==> src/rtl/bit_band_pkg.sv <==
`default_nettype none
package bit_band_pkg;

    // ------------------------------------------------------------
    // Address map
    // ------------------------------------------------------------
    localparam logic [31:0] SRAM_BASE       = 32'h2000_0000;
    localparam logic [31:0] SRAM_ALIAS_BASE = 32'h2200_0000;
    localparam logic [31:0] PERI_BASE       = 32'h4000_0000;
    localparam logic [31:0] PERI_ALIAS_BASE = 32'h4200_0000;
    localparam int          REGION_BITS     = 20;   // 1 MB bit-band region
    localparam int          ALIAS_BITS      = 25;   // 32 MB alias window
    localparam logic [31:0] SRAM_ALIAS_LAST = 32'h2203_ffff;
    localparam logic [31:0] PERI_ALIAS_LAST = 32'h43ff_ffff;
    localparam int          BIT_SHIFT       = 2;    // bit number x 4
    localparam int          BYTE_SHIFT      = 5;    // byte offset x 32

    // ------------------------------------------------------------
    // Access sizes
    // ------------------------------------------------------------
    localparam logic [1:0] SIZE_BYTE = 2'h0;
    localparam logic [1:0] SIZE_HALF = 2'h1;
    localparam logic [1:0] SIZE_WORD = 2'h2;

    // Request carried between a master and a slave port
    typedef struct packed {
        logic        valid;
        logic        write;
        logic        fetch;   // Instruction fetch when high
        logic [1:0]  size;
        logic [31:0] addr;
        logic [31:0] wdata;
    } mem_req_t;

    // Response from a slave port
    typedef struct packed {
        logic        done;
        logic        err;
        logic [31:0] rdata;
    } mem_rsp_t;

endpackage
`default_nettype wire

==> src/rtl/bit_band_alias_remapper.sv <==
// How it works
// One alias word selects exactly one target bit of the bit-band region.
// Bit-band regions are the lowest megabyte of SRAM and of peripheral space.
// The 256 KB SRAM alias window (up to 2203_FFFF) maps onto the first 8 KB of the SRAM bit region.
// The 32 MB peripheral alias window maps onto the 1 MB peripheral bit region.
// The remapped access uses the same size as the alias access.
// Direct SRAM bit-region accesses pass through as ordinary SRAM accesses.
// SRAM alias data accesses remap; instruction fetches pass through unchanged.
// Direct peripheral bit-region accesses pass through as ordinary accesses.
// Peripheral alias data accesses remap; instruction fetches are refused.
// An alias write is a read, one-bit modify, then write back.
// Alias offset equals byte offset times 32 plus bit number times 4.
// Alias address is window base plus offset; decode inverts it.
// Bit number 0 to 7 comes from the word within each 32-byte group.
// Write data bit 0 sets or clears the targeted bit.
// Write data bits 31 down to 1 are ignored.
// Alias read returns 0 or 1 with all upper bits zero.
// Data is little-endian: lowest address holds the least significant byte.
// Read and write halves of the modify go back to back, uninterrupted.
`default_nettype none
module bit_band_alias_remapper
    import bit_band_pkg::*;
(
    input  wire logic     sys_clk,
    input  wire logic     reset_n,
    input  wire mem_req_t cpu_req,
    output var mem_rsp_t  cpu_rsp,
    output var mem_req_t  mem_req,
    input  wire mem_rsp_t mem_rsp,
    output logic          mem_lock
);

    // ------------------------------------------------------------
    // Decode of the incoming address
    // ------------------------------------------------------------
    typedef enum {
        ST_IDLE,
        ST_PASS,
        ST_ALIAS_RD,
        ST_ALIAS_WR,
        ST_DONE
    } state_t;

    state_t      state_r;
    mem_req_t    hold_r;
    logic        is_sram_alias;
    logic        is_peri_alias;
    logic        is_alias;
    logic [31:0] target_addr;
    logic [2:0]  target_bit;

    // Window checks on the full address against each window's base and last address
    assign is_sram_alias = (cpu_req.addr >= SRAM_ALIAS_BASE)
                        && (cpu_req.addr <= SRAM_ALIAS_LAST);
    assign is_peri_alias = (cpu_req.addr >= PERI_ALIAS_BASE)
                        && (cpu_req.addr <= PERI_ALIAS_LAST);
    assign is_alias      = (is_sram_alias && !cpu_req.fetch)
                        || is_peri_alias;

    // Invert the alias formula: offset/32 is the byte, (offset/4)%8 the bit
    always_comb begin
        logic [31:0] ofs;
        ofs         = 32'h0;
        target_addr = 32'h0;
        ofs = cpu_req.addr - (is_sram_alias ? SRAM_ALIAS_BASE : PERI_ALIAS_BASE);
        target_bit  = ofs[BIT_SHIFT +: 3];
        target_addr = (is_sram_alias ? SRAM_BASE : PERI_BASE)
                    | {12'h0, ofs[BYTE_SHIFT +: REGION_BITS]};
    end

    // ------------------------------------------------------------
    // Held alias context
    // ------------------------------------------------------------
    logic [2:0]  bit_r;
    logic [1:0]  lane_r;
    logic        wbit_r;

    always_ff @(posedge sys_clk or negedge reset_n) begin
        if (!reset_n) begin
            bit_r  <= 3'h0;
            lane_r <= 2'h0;
            wbit_r <= 1'b0;
        end else if (state_r == ST_IDLE && cpu_req.valid) begin
            bit_r  <= target_bit;
            lane_r <= target_addr[1:0];
            wbit_r <= cpu_req.wdata[0];
        end
    end

    // ------------------------------------------------------------
    // Data lane helpers
    // ------------------------------------------------------------
    // Bit position of the targeted bit inside the little-endian data word
    logic [4:0] bitpos;
    assign bitpos = {lane_r, bit_r};

    logic [31:0] rd_word;
    logic [31:0] wr_word;
    assign rd_word = mem_rsp.rdata;
    always_comb begin
        wr_word = rd_word;
        wr_word[bitpos] = wbit_r;
    end

    // ------------------------------------------------------------
    // Sequencer and outgoing request
    // ------------------------------------------------------------
    always_ff @(posedge sys_clk or negedge reset_n) begin
        if (!reset_n) begin
            state_r  <= ST_IDLE;
            hold_r   <= '0;
            mem_req  <= '0;
            mem_lock <= 1'b0;
            cpu_rsp  <= '0;
        end else begin
            cpu_rsp <= '0;
            case (state_r)
                ST_IDLE: begin
                    if (cpu_req.valid) begin
                        hold_r <= cpu_req;
                        if (is_peri_alias && cpu_req.fetch) begin
                            cpu_rsp.done <= 1'b1;
                            cpu_rsp.err  <= 1'b1;
                            state_r      <= ST_DONE;
                        end else if (is_alias) begin
                            mem_req.valid <= 1'b1;
                            mem_req.write <= 1'b0;
                            mem_req.fetch <= 1'b0;
                            mem_req.size  <= cpu_req.size;
                            mem_req.addr  <= target_addr;
                            mem_req.wdata <= 32'h0;
                            mem_lock      <= cpu_req.write;
                            state_r       <= ST_ALIAS_RD;
                        end else begin
                            mem_req <= cpu_req;
                            state_r <= ST_PASS;
                        end
                    end
                end
                ST_PASS: begin
                    mem_req.valid <= 1'b0;
                    if (mem_rsp.done) begin
                        cpu_rsp <= mem_rsp;
                        state_r <= ST_DONE;
                    end
                end
                ST_ALIAS_RD: begin
                    mem_req.valid <= 1'b0;
                    if (mem_rsp.done) begin
                        if (hold_r.write && !mem_rsp.err) begin
                            mem_req.valid <= 1'b1;
                            mem_req.write <= 1'b1;
                            mem_req.wdata <= wr_word;
                            state_r       <= ST_ALIAS_WR;
                        end else begin
                            mem_lock      <= 1'b0;
                            cpu_rsp.done  <= 1'b1;
                            cpu_rsp.err   <= mem_rsp.err;
                            cpu_rsp.rdata <= {31'h0, rd_word[bitpos]};
                            state_r       <= ST_DONE;
                        end
                    end
                end
                ST_ALIAS_WR: begin
                    mem_req.valid <= 1'b0;
                    if (mem_rsp.done) begin
                        mem_lock     <= 1'b0;
                        cpu_rsp.done <= 1'b1;
                        cpu_rsp.err  <= mem_rsp.err;
                        state_r      <= ST_DONE;
                    end
                end
                ST_DONE: begin
                    // One idle cycle so the master drops its request
                    mem_req <= '0;
                    state_r <= ST_IDLE;
                end
                default: begin
                    state_r <= ST_IDLE;
                end
            endcase
        end
    end

endmodule
`default_nettype wire

==> config.mk <==
export PLATFORM = sky130hd
export DESIGN_NAME = bit_band_alias_remapper
export DESIGN_NICKNAME = d
export VERILOG_FILES = /design/src/rtl/bit_band_pkg.sv /design/src/rtl/bit_band_alias_remapper.sv
export SDC_FILE = /design/constraint.sdc
export NUM_CORES = 1
export LEC_CHECK = 0
export BUFFER_PORTS_ARGS = -buffer_cell sky130_fd_sc_hd__buf_4
export CELL_PAD_IN_SITES_DETAIL_PLACEMENT = 0
export CELL_PAD_IN_SITES_GLOBAL_PLACEMENT = 2
export CORE_UTILIZATION = 31
export DETAILED_ROUTE_END_ITERATION = 16
export HOLD_SLACK_MARGIN = 0.06
export PLACE_DENSITY_LB_ADDON = 0.1
export RECOVER_POWER = 100
export SYNTH_ARGS = -nofsm -noshare
export SYNTH_HDL_FRONTEND = slang
export SYNTH_SLANG_ARGS = --single-unit
==> constraint.sdc <==
create_clock -name sys_clk -period 4.3 [get_ports sys_clk]
set_input_delay 1.29 -clock sys_clk [delete_from_list [all_inputs] [get_ports sys_clk]]
set_output_delay 1.29 -clock sys_clk [all_outputs]
set_load 0.01 [all_outputs]
# Yosys cells after proc, flatten, opt, wreduce, memory -nomap -nowiden
# Index checks and enable logic that the tools add are counted.
[classes]
n_mux = 39
div_mod_pow = 0
n_eq_ne = 12
bitwise = 1
mul = 0
order_cmp = 6
n_addsub = 1
n_reduce_logical = 24
n_shift = 0
[ops]
columns = ["op", "count"]
rows = [
  ["$mux W32", 6],
  ["$pmux W32 S3", 2],
  ["$mux W69", 2],
  ["$mux W34", 3],
  ["$pmux W35 S2", 1],
  ["$mux W68", 1],
  ["$eq A32 B2 Y1 const B", 2],
  ["$logic_not A32 Y1", 2],
  ["$pmux W32 S2", 1],
  ["$bwmux W32", 1],
  ["$eq A32 B1 Y1 const B", 1],
  ["$eq A32 B3 Y1 const B", 1],
  ["$ge A32 B30 Y1 const B", 1],
  ["$ge A32 B31 Y1 const B", 1],
  ["$le A32 B30 Y1 const B", 1],
  ["$le A32 B31 Y1 const B", 1],
  ["$mux W31", 1],
  ["$or A31 B20 Y31", 1],
  ["$sub A25 B25 Y25 const B", 1],
  ["$ne A2 B2 Y1 const B", 7],
  ["$mux W2", 6],
  ["$pmux W1 S3", 3],
  ["$reduce_and A3 Y1", 3],
  ["$reduce_bool A3 Y1", 3],
  ["17 further kinds", 31],
]
[word_totals]
elab_cells = 98
reg_bits = 143
mem_count = 0
latch_bits = 0
romBits = 0
output_inout_bits = 104
ramBits = 0

# Logic depth before layout (Yosys ltp)
# Gate-level depths: netlist of run 1.
[logic_depth]
word_depth = 8
depth_mapped = 7

# Worst setup path after synthesis of run 1
# Ideal clock, no wire load.
[synth_path]
path_type = "in2reg"
startpoint = "in cpu_req[60] (netlist bit)"
endpoint = "reg mem_req[43] (netlist bit)"
setup_ps = 83
arrival_time_ps = 2754
path_stages = 6
path_slack_ps = 1463
n_path_buf = 1
required_ps = 4217
path_cell_list = "or4b_4 -> or2_4 -> a2111oi_4 -> buf_6 -> a22oi_1 -> o21ai_0"
[synth_via]
elab_chain_cells = 8
word_cells_on_any_way = 15
cone_classes = "4 x order compare; 1 x eq/ne; 4 x mux; 6 x reduce/logical"
[synth_rtl]
columns = ["item", "line", "text"]
rows = [
  ["start, declared", "bit_band_alias_remapper.sv:26", "input wire mem_req_t cpu_req,"],
  ["$ge A32 B30 Y1 / $le A32 B30 Y1 (equally long branches)", "bit_band_alias_remapper.sv:53, bit_band_alias_remapper.sv:54", ""],
  ["$logic_and A1 B1 Y1", "bit_band_alias_remapper.sv:54", "&& (cpu_req.addr <= SRAM_ALIAS_LAST);"],
  ["$logic_and A1 B1 Y1", "bit_band_alias_remapper.sv:57", "assign is_alias = (is_sram_alias && !cpu_req.fetch)"],
  ["$logic_or A1 B1 Y1", "bit_band_alias_remapper.sv:58", "|| is_peri_alias;"],
  ["$mux W68", "bit_band_alias_remapper.sv:125", "end else if (is_alias) begin"],
  ["$mux W69", "bit_band_alias_remapper.sv:121", "if (is_peri_alias && cpu_req.fetch) begin"],
  ["$mux W69", "bit_band_alias_remapper.sv:119", "if (cpu_req.valid) begin"],
  ["$pmux W35 S2", "bit_band_alias_remapper.sv:117", "case (state_r)"],
  ["end signal, assigned", "bit_band_alias_remapper.sv:135", "mem_req <= cpu_req;"],
  ["end, declared", "bit_band_alias_remapper.sv:28", "output var mem_req_t mem_req,"],
]
# Parallel ways exist; a longest one is shown, timed or not. The select of a mux whose other input is x is not followed.
# A chain may end at the register's enable or synchronous reset.

# Worst setup path after layout of run 1
[layout_path]
startpoint = "in cpu_req[60] (netlist bit)"
endpoint = "reg mem_req[62] (netlist bit)"
[layout_via]
elab_chain_cells = 8
word_cells_on_any_way = 17
cone_classes = "4 x order compare; 1 x eq/ne; 5 x mux; 1 x bitwise; 6 x reduce/logical"
[layout_rtl]
columns = ["item", "line"]
rows = [
  ["$ge A32 B30 Y1 / $le A32 B30 Y1 (equally long branches)", "bit_band_alias_remapper.sv:53, bit_band_alias_remapper.sv:54"],
  ["$logic_and A1 B1 Y1", "bit_band_alias_remapper.sv:54"],
  ["$mux W31 / $logic_and A1 B1 Y1 (equally long branches)", "bit_band_alias_remapper.sv:67, bit_band_alias_remapper.sv:57"],
  ["$or A31 B20 Y31 / $logic_or A1 B1 Y1 (equally long branches)", "bit_band_alias_remapper.sv:68, bit_band_alias_remapper.sv:58"],
  ["$mux W68", "bit_band_alias_remapper.sv:125"],
  ["$mux W69", "bit_band_alias_remapper.sv:121"],
  ["$mux W69", "bit_band_alias_remapper.sv:119"],
  ["$pmux W35 S2", "bit_band_alias_remapper.sv:117"],
]
# Parallel ways exist; a longest one is shown, timed or not. The select of a mux whose other input is x is not followed.

==> run summary, run 1 <==
status: finished clean
Placement Rows: 49
max-slew violation count: 0
post-synthesis net count: 704
largest cells by area after synthesis: dfrtp_1, mux2i_1, nand2_1
Routed Antenna Nets: 0
Fin. Hold Viols: 0
WS Path Type: in -> reg
core area: 0.0180 mm2
crit path DAT: 3.72 ns
Yosys top cell area share: 49.8%
DRC Markers: 0
Vias/cell: 5.10
global-route wire length before repair: 29.1 mm
CP max FO: 21
worst-margin pin slew: 1.35 ns
drt total wl: 19.1 mm
gpl congestion: 0.829
Synth-to-Final Area Change: 31.8%
Chip Width: 138 um
GRT Total Usage: 20.6%
Initial Utilization: 31.8%
RSZ-0062 raised after global routing: no
clock latency on the worst-skew pair: 0.42 ns
drt first pass iters: 4
Synth Cell Area: 0.00573 mm2
Post-CTS Setup Bufs: 0
DRT iter0 DRCs: 216
CP Data Required Time: 4.60 ns
clock buffer depth: 2
Tmin final: 3.42 ns
mean routed wirelength per cell: 18.6 um
Detail Placement HPWL: 13.9 mm
WHS Path Cells: 2
pin count of the biggest net entering global routing: 66
CTS Buf Count: 17
Synth Flop Type: dfrtp_1
layout cell share with drive strength beyond 1: 19.5%
max-cap violations: 0
async set-reset flop share out of synthesis: 100%
type of the worst min-delay path: reg -> reg
Post-CTS Resized: 0
Power Dens Cells: 671 mW/mm2
hold buffer count at cts: 0
initial antenna violation count: 0
# setup viols final: 0
fmax: 292 MHz
YS warnings: 0
Leakage Power: 3.25 nW
Distinct cells, synth: 61
Die Footprint: 0.0190 mm2
Setup Total Neg Slack: 0 ns
grt total ovfl: 0
sequential power share: 36.6%
Peak VDD IR: 0.298 mV
Synth Instances: 599
Reg2Reg Depth: 6
Root Driver: clkbuf_16
critical path endpoint category: flop
internal cell power: 3.05 mW
Avg Inst Size Synth: 9.56 um2
diode count: 0
Final period util: 79.6%
#FFs+latches synth: 114
leading area contributor after synthesis: dfrtp_1
H-tree depth: 4
Die Y: 138 um
clock-pin slew on the worst setup and hold paths: 0.06 ns
sequential-to-total area share from yosys stat: 49.8%
Slew headroom: 10.1%
Vias: 5262
final net count: 894
P_sw: 2.02 mW
io pins: 209
Comb power frac: 35.6%
Worst Setup Start Kind: input port
clk_skew: 0.00797 ns
CTS tree: yes
switching share of power: 39.9%
post-layout util: 41.9%
vias in the first global route: 5384
number of flops mapped to enable cells by yosys: 0
clock sink count: 114
clock power share: 27.8%
PortBufs: 208
## layer usage
| metal | part of all wire (%) | track usage (%) |
|---|---|---|
| met2 | 50 | 34.2 |
| met3 | 6.0 | 5.15 |
| met5 | 0 | 0 |
| met1 | 43 | 25.8 |
| met4 | 1.6 | 7.31 |
## through the flow
step / std cells / hold WS (ns) / total power, mW / setup slack [ns] / area, um2
6_report: 1031 / 0.481 / 5.07 / 0.879 / 7550
5_1_grt: 1031 / 0.510 / 5.42 / 0.660 / 7550
4_1_cts: 1031 / 0.487 / 5.43 / 1.42 / 8030
3_5_place_dp: 999 / 0.473 / 4.01 / 1.01 / 7440
3_3_place_gp: 999 / 0.468 / 3.97 / 1.02 / 7440
2_1_floorplan: 599 / 0.447 / 3.01 / 1.46 / 5730
## power by group through the flow
stage	sequential [mW]	combinational, mW	clock, mW
after floorplan	1.84	1.17	0
after global placement	1.87	2.10	0
after detailed placement	1.88	2.13	0
after CTS	1.87	2.13	1.43
after global routing	1.92	2.02	1.49
final	1.85	1.80	1.41
## area by class of cell
cell class / instances / area, um2
well taps: 229 / 287
clock buffers: 17 / 425
flip-flops and latches: 114 / 2850
multi-input cells: 433 / 2590
fillers: 1924 / 10500
repair buffers: 219 / 1220
clock inverters: 15 / 159
inverters: 4 / 15.0
## sequential cells by signal (all words and copies together) (netlist names)
name,cells
state_r,3
wbit_r,1
lane_r,2
mem_req,69
hold_r,1
cpu_rsp,34
mem_lock,1
bit_r,3
## critical path: stages
cell and delay [ns]:
clkbuf_1 0.10, or4b_1 0.59, or2_0 0.28, a21oi_1 0.13, clkbuf_1 0.66, nor2_1 0.32, a221o_1 0.36
## synth_stat cells (all sizes together) (5+ instances only)
master	count
nor2	56
nor4	6
and2	32
nand2	68
o21a	20
nor3	10
mux2i	32
buf	14
nand3	15
or2	5
a22oi	20
a21oi	50
clkbuf	34
dfrtp	114
nand2b	5
o21ai	41
a22o	11
## cell usage in the layout, fill, tap and decap left out, drive strengths merged, types with 4 or more instances in the layout
cell / synthesis / routed
clkbuf: 34 / 132
dfrtp: 114 / 114
buf: 14 / 104
nand2: 68 / 68
nor2: 56 / 56
a21oi: 50 / 50
o21ai: 41 / 41
mux2i: 32 / 32
and2: 32 / 32
o21a: 20 / 20
a22oi: 20 / 20
nand3: 15 / 15
a22o: 11 / 11
nor3: 10 / 10
inv: 4 / 7
clkinv: 0 / 7
nor4: 6 / 6
nand2b: 5 / 5
or2: 5 / 5
mux2: 4 / 4
nor2b: 4 / 4
a21o: 4 / 4
a31oi: 4 / 4
## cells by family after synthesis
group,after synthesis,share of synthesized area [%]
muxes,37,6.77
DFF,114,49.8
xor gates and xnor gates,1,0.153
AOI/OAI and AO/OA,173,19.6
buffers and inverters,52,4.59
and+or+nand+nor,222,19.1
## final timing paths
kind                                           end  slack (ns)              startpoint
max                        mem_req[62]$_DFFE_PN0P_        0.88             cpu_req[60]
min                         hold_r[67]$_DFFE_PN0P_        0.48  hold_r[67]$_DFFE_PN0P_
max reg2reg                   cpu_rsp[0]$_DFF_PN0_        1.28  state_r[2]$_DFFE_PN0P_
min reg2reg                 hold_r[67]$_DFFE_PN0P_        0.48  hold_r[67]$_DFFE_PN0P_
max in group asynchronous  mem_req[36]$_DFFE_PN0P_        1.71                 reset_n
min in group asynchronous    cpu_rsp[22]$_DFF_PN0_        0.91                 reset_n
No activity file was read; power rests on OpenSTA's default activity.
==> inputs of run 2 (changes only) <==
- CORE_UTILIZATION: 31 -> 29
- clock period: 4.3 -> 3.4 ns (I/O delays scaled with it)
==> run summary, run 2 (same netlist as run 1, synthesis figures left out) <==
Initial Utilization: 29.5% (was 31.8%)
Post-CTS Setup Bufs: 0 (unchanged)
max FFs per register: 69 (unchanged)
Vias/cell: 4.91 (was 5.10)
crit path DAT: 3.06 ns (was 3.72 ns)
crit path to: mem_req[35]$_DFFE_PN0P_ (was mem_req[62]$_DFFE_PN0P_)
commonest non-fill, non-tap cell in the layout: dfrtp_1 (unchanged)
CP Data Required Time: 3.73 ns (was 4.60 ns)
GRT Total Usage: 19.7% (was 20.6%)
Peak VDD IR: 0.345 mV (was 0.298 mV)
Synth-to-Final Area Change: 32.9% (was 31.8%)
H-tree depth: 4 (unchanged)
core area: 0.0194 mm2 (was 0.0180 mm2)
biggest regs: mem_req x69, cpu_rsp x34 (unchanged)
type of the worst min-delay path: reg -> reg (unchanged)
flop-to-flop setup slack: 0.73 ns (was 1.28 ns)
Setup crit start: cpu_req[68] (was cpu_req[60])
pin count of the biggest net entering global routing: 66 (unchanged)
mean routed wirelength per cell: 18.3 um (was 18.6 um)
diode count: 0 (unchanged)
Final period util: 80.1%
Slew headroom: 7.46% (was 10.1%)
global-route wire length before repair: 30.1 mm (was 29.1 mm)
metal2 WL: 9.68 mm (was 9.52 mm)
clk_skew: 0.0100 ns (was 0.00797 ns)
drt first pass iters: 5 (was 4)
clock buffer depth: 2 (unchanged)
Fin. Hold Viols: 0 (unchanged)
Worst Setup Start Kind: input port (unchanged)
Reg2Reg Depth: 4 (was 6)
clock-pin slew on the worst setup and hold paths: 0.06 ns (about the same)
gpl congestion: 0.826 (was 0.829)
clock sink count: 114 (unchanged)
placed standard-cell area: 0.00751 mm2 (was 0.00744 mm2)
status: finished clean (unchanged)
max-cap violations: 0 (unchanged)
Power Dens Cells: 831 mW/mm2 (was 671 mW/mm2)
initial antenna violation count: 0 (unchanged)
FF-to-FF End: mem_req[35]$_DFFE_PN0P_ (was cpu_rsp[0]$_DFF_PN0_)
vias in the first global route: 5311 (was 5384)
Max Used Layer: met4 (unchanged)
Worst Hold Launch: mem_req[64]$_DFFE_PN0P_ (was hold_r[67]$_DFFE_PN0P_)
Vias: 5236 (was 5262)
Detail Placement HPWL: 14.0 mm (was 13.9 mm)
most flop-heavy register: mem_req (unchanged)
Final Cell Area: 0.00761 mm2 (was 0.00755 mm2)
CP max FO: 28 (was 21)
critical path endpoint category: flop (unchanged)
DRT iter0 DRCs: 288 (was 216)
r2r startpoint: state_r[1]$_DFFE_PN0P_ (was state_r[2]$_DFFE_PN0P_)
CTS tree: yes (unchanged)
clock latency on the worst-skew pair: 0.42 ns (about the same)
Routed Antenna Nets: 0 (unchanged)
DRC Markers: 0 (unchanged)
Post-CTS Resized: 0 (unchanged)
most frequent cells in the layout: dfrtp_1, clkbuf_1, buf_4, nand2_1, nor2_1 (unchanged)
RSZ-0062 raised after global routing: no (unchanged)
CTS Buf Count: 17 (unchanged)
Tmin final: 2.72 ns
max-slew violation count: 0 (unchanged)
Root Driver: clkbuf_16 (unchanged)
fmax: 367 MHz
drt total wl: 19.5 mm (was 19.1 mm)
worst-margin pin slew: 1.39 ns (was 1.35 ns)
Chip Width: 143 um (was 138 um)
met1 wire length: 8.42 mm (was 8.15 mm)
io pins: 209 (unchanged)
Die Footprint: 0.0203 mm2 (was 0.0190 mm2)
hold buffer count at cts: 0 (unchanged)
final net count: 893 (was 894)
Setup Total Neg Slack: 0 ns (unchanged)
# setup viols final: 0 (unchanged)
Leakage Power: 3.25 nW (about the same)
PortBufs: 208 (unchanged)
layout cell share with drive strength beyond 1: 20.5% (was 19.5%)
Placement Rows: 51 (was 49)
met3 wire length: 1.14 mm (was 1.16 mm)
Die Y: 143 um (was 138 um)
WS Path Type: in -> reg (unchanged)
grt total ovfl: 0 (unchanged)
==> run 2: worst min path at each step <==
| stage | depth (start not counted) | end | slack, ns |
|---|---|---|---|
| 6_report | 1 | mem_req[64]$_DFFE_PN0P_ | 0.49 |
| 5_1_grt | 1 | mem_req[64]$_DFFE_PN0P_ | 0.51 |
| 4_1_cts | 2 | hold_r[67]$_DFFE_PN0P_ | 0.49 |
| 3_5_place_dp | 2 | hold_r[67]$_DFFE_PN0P_ | 0.48 |
| 3_3_place_gp | 2 | hold_r[67]$_DFFE_PN0P_ | 0.47 |
| 2_1_floorplan | 2 | hold_r[67]$_DFFE_PN0P_ | 0.45 |
==> run 2: worst max-delay path, stage by stage <==
cell      delay, ns
buf_4          0.10
nor4b_1        0.84
clkbuf_2       0.66
nand2_1        0.22
o21ai_0        0.21
==> run 2: layout make-up <==
type | count | area, um2
sequential | 114 | 2850
inverter | 4 | 15.0
fill | 2095 | 11800
multi-input combinational | 433 | 2620
timing repair buffer | 218 | 1240
tap | 265 | 332
clock inverter | 11 | 80.1
clock buffer | 21 | 480
==> run 2: where the power goes <==
part | switching (mW) | internal (mW) | total, mW
Clock | 0.671 | 1.01 | 1.68
Combinational | 1.37 | 0.925 | 2.29
Sequential | 0.506 | 1.85 | 2.36
==> run 2: through the flow <==
step	std cells	setup slack, ns	hold slack (ns)	power [mW]	util (%)
2_1_floorplan	599	0.833	0.447	3.80	-
3_3_place_gp	1034	0.547	0.472	5.05	38.7
3_5_place_dp	1034	0.495	0.475	5.10	38.7
4_1_cts	1066	0.933	0.492	6.81	41.6
5_1_grt	1066	0.492	0.515	6.78	39.2
6_report	1066	0.675	0.494	6.33	39.2
==> run 2: metal layers <==
| layer | global-route usage (%) | vias to the layer above |
|---|---|---|
| met1 | 24.8 | 2544 |
| met2 | 33.5 | 173 |
| met5 | 0 | - |
| li1 | - | 2503 |
| met4 | 5.72 | 0 |
| met3 | 4.64 | 16 |
==> inputs of run 3 (changes only) <==
- CORE_UTILIZATION: 29 -> 26
- clock period: 3.4 -> 2.5 ns (I/O delays scaled with it)
==> run summary, run 3 (same netlist as run 1, synthesis figures left out) <==
grt total ovfl: 0 (unchanged)
most frequent cells in the layout: buf_4, dfrtp_1, clkbuf_1, nand2_1, nor2_1 (was dfrtp_1, clkbuf_1, buf_4, nand2_1, nor2_1)
crit path DAT: 2.54 ns (was 3.06 ns)
Fin. Hold Viols: 0 (unchanged)
Post-CTS Resized: 0 (unchanged)
Vias: 5312 (was 5236)
clock sink count: 114 (unchanged)
H-tree depth: 4 (unchanged)
Worst Setup Start Kind: flop (was input port)
max FFs per register: 69 (unchanged)
global-route wire length before repair: 30.6 mm (was 30.1 mm)
Power Dens Cells: 1140 mW/mm2 (was 831 mW/mm2)
commonest non-fill, non-tap cell in the layout: buf_4 (was dfrtp_1)
Placement Rows: 53 (was 51)
type of the worst min-delay path: reg -> reg (unchanged)
critical path endpoint category: flop (unchanged)
crit path to: mem_req[7]$_DFFE_PN0P_ (was mem_req[35]$_DFFE_PN0P_)
filler instances: 2224 (was 2095)
WS Path Type: reg -> reg (was in -> reg)
clk_skew: 0.00931 ns (was 0.0100 ns)
internal cell power: 5.52 mW (was 3.78 mW)
biggest regs: mem_req x69, cpu_rsp x34 (unchanged)
Die Y: 150 um (was 143 um)
clock power share: 27.7% (was 26.5%)
Setup crit start: state_r[2]$_DFFE_PN0P_ (was cpu_req[68])
pre-CTS setup slack: -0.0513 ns (was 0.495 ns)
slowest cell on the critical path: a221oi_2 (was nor4b_1)
P_sw: 3.45 mW (was 2.54 mW)
worst-margin pin slew: 1.61 ns (was 1.39 ns)
final net count: 911 (was 893)
drt first pass iters: 5 (unchanged)
Leakage Power: 3.40 nW (was 3.25 nW)
clock latency on the worst-skew pair: 0.42 ns (about the same)
Detail Placement HPWL: 14.5 mm (was 14.0 mm)
vias in the first global route: 5446 (was 5311)
Root Driver: clkbuf_16 (unchanged)
flop-to-flop setup slack: 0.27 ns (was 0.73 ns)
r2r startpoint: state_r[2]$_DFFE_PN0P_ (was state_r[1]$_DFFE_PN0P_)
hold buffer count at cts: 0 (unchanged)
clock buffer depth: 2 (unchanged)
Die Footprint: 0.0226 mm2 (was 0.0203 mm2)
gpl congestion: 0.820 (was 0.826)
CP max FO: 44 (was 28)
CP Data Required Time: 2.81 ns (was 3.73 ns)
max-cap violations: 1 (was 0)
sequential power share: 33.9% (was 37.2%)
core area: 0.0213 mm2 (was 0.0194 mm2)
layout cell share with drive strength beyond 1: 22.1% (was 20.5%)
drt total wl: 19.7 mm (was 19.5 mm)
Final period util: 89.4%
# setup viols final: 0 (unchanged)
Slew headroom: -7.53% (was 7.46%)
WHS Path Cells: 2 (was 1)
DRC Markers: 0 (unchanged)
RSZ-0062 raised after global routing: no (unchanged)
worst-path cell chain: nand2b_1 > or2_2 > a221oi_2 > buf_12 > o21a_1 > a21oi_1 (was buf_4 > nor4b_1 > clkbuf_2 > nand2_1 > o21ai_0)
Routed Antenna Nets: 0 (unchanged)
DRT iter0 DRCs: 347 (was 288)
fmax: 448 MHz
CTS Buf Count: 17 (unchanged)
mean routed wirelength per cell: 18.0 um (was 18.3 um)
pin count of the biggest net entering global routing: 115 (was 66)
switching share of power: 38.5% (was 40.2%)
Tmin final: 2.23 ns
io pins: 209 (unchanged)
Reg2Reg Depth: 6 (was 4)
Initial Utilization: 26.9% (was 29.5%)
status: complete, but fails checks (was finished clean)
Post-CTS Setup Bufs: 0 (unchanged)
PortBufs: 208 (unchanged)
most flop-heavy register: mem_req (unchanged)
clock-pin slew on the worst setup and hold paths: 0.06 ns (about the same)
Chip Width: 150 um (was 143 um)
Peak VDD IR: 0.420 mV (was 0.345 mV)
diode count: 0 (unchanged)
FF-to-FF End: mem_req[7]$_DFFE_PN0P_ (was mem_req[35]$_DFFE_PN0P_)
Vias/cell: 4.86 (was 4.91)
CTS tree: yes (unchanged)
setup ws final: 0.266 ns (was 0.675 ns)
Comb power frac: 38.5% (was 36.2%)
Setup Total Neg Slack: 0 ns (unchanged)
Synth-to-Final Area Change: 37.4% (was 32.9%)
initial antenna violation count: 0 (unchanged)
failing checks: capacitance limit, slew limit
GRT Total Usage: 18.1% (was 19.7%)
max-slew violation count: 115 (was 0)
CP peak stage delay: 0.54 ns (was 0.84 ns)
-- run 3: cell types whose count changed in the layout (fill, tap and decap cells not counted), sizes merged --
| cell | delta |
|---|---|
| buf | +18 |
| clkinvlp | -4 |
| bufinv | +3 |
| clkinv | +2 |
| clkbuf | -1 |
-- run 3: worst min path at each step --
stage	slack, ns	startpoint	to
global placement	0.48	mem_req[66]$_DFFE_PN0P_	mem_req[66]$_DFFE_PN0P_
CTS	0.44	reset_n	cpu_rsp[26]$_DFF_PN0_
global route	0.52	mem_req[64]$_DFFE_PN0P_	mem_req[64]$_DFFE_PN0P_
detailed placement	0.48	hold_r[67]$_DFFE_PN0P_	hold_r[67]$_DFFE_PN0P_
finish	0.49	hold_r[67]$_DFFE_PN0P_	hold_r[67]$_DFFE_PN0P_
floorplan	0.45	reset_n	bit_r[0]$_DFFE_PN0P_
-- run 3: metrics by stage --
step | util, % | area, um2 | hold WS (ns) | total power [mW] | instances
after global placement | 36.3 | 7720 | 0.476 | 7.07 | 1062
after floorplan | - | 5730 | 0.447 | 5.17 | 599
after global routing | 37.0 | 7870 | 0.516 | 9.64 | 1094
final | 37.0 | 7870 | 0.489 | 8.98 | 1094
after detailed placement | 36.3 | 7720 | 0.478 | 7.11 | 1062
after CTS | 39.1 | 8320 | 0.442 | 9.66 | 1094
-- run 3: power by group through the flow --
stage	clock, mW	sequential, mW	combinational [mW]
finish	2.48	3.04	3.45
global route	2.64	3.14	3.86
CTS	2.56	3.07	4.03
detailed placement	0	3.09	4.02
global placement	0	3.08	3.99
floorplan	0	3.17	2.01
-- run 3: area by class of cell --
| type | count | area, um2 | area share [%] |
|---|---|---|---|
| repair buffers | 236 | 1440 | 18.3 |
| clock inverters | 12 | 158 | 2.00 |
| clock buffers | 20 | 447 | 5.67 |
| well taps | 275 | 344 | 4.37 |
| multi-input cells | 433 | 2620 | 33.2 |
| flip-flops and latches | 114 | 2850 | 36.2 |
| inverters | 4 | 15.0 | 0.191 |
-- run 3: per-layer routing --
| layer | up-vias | wire length [um] | GRT usage [%] |
|---|---|---|---|
| met4 | 0 | 303 | 6.06 |
| met5 | - | 0 | 0 |
| li1 | 2539 | - | - |
| met1 | 2552 | 8390 | 22.8 |
| met2 | 202 | 9560 | 29.8 |
| met3 | 19 | 1480 | 5.12 |
-- run 3: critical path, delay by kind of cell (launching register included) --
| family | cells | cell delay [ns] |
|---|---|---|
| AND/OR/NAND/NOR | 2 | 0.53 |
| AO/OA/AOI/OAI | 3 | 0.79 |
| flip-flops | 1 | 0.50 |
| buffers and inverters | 1 | 0.28 |
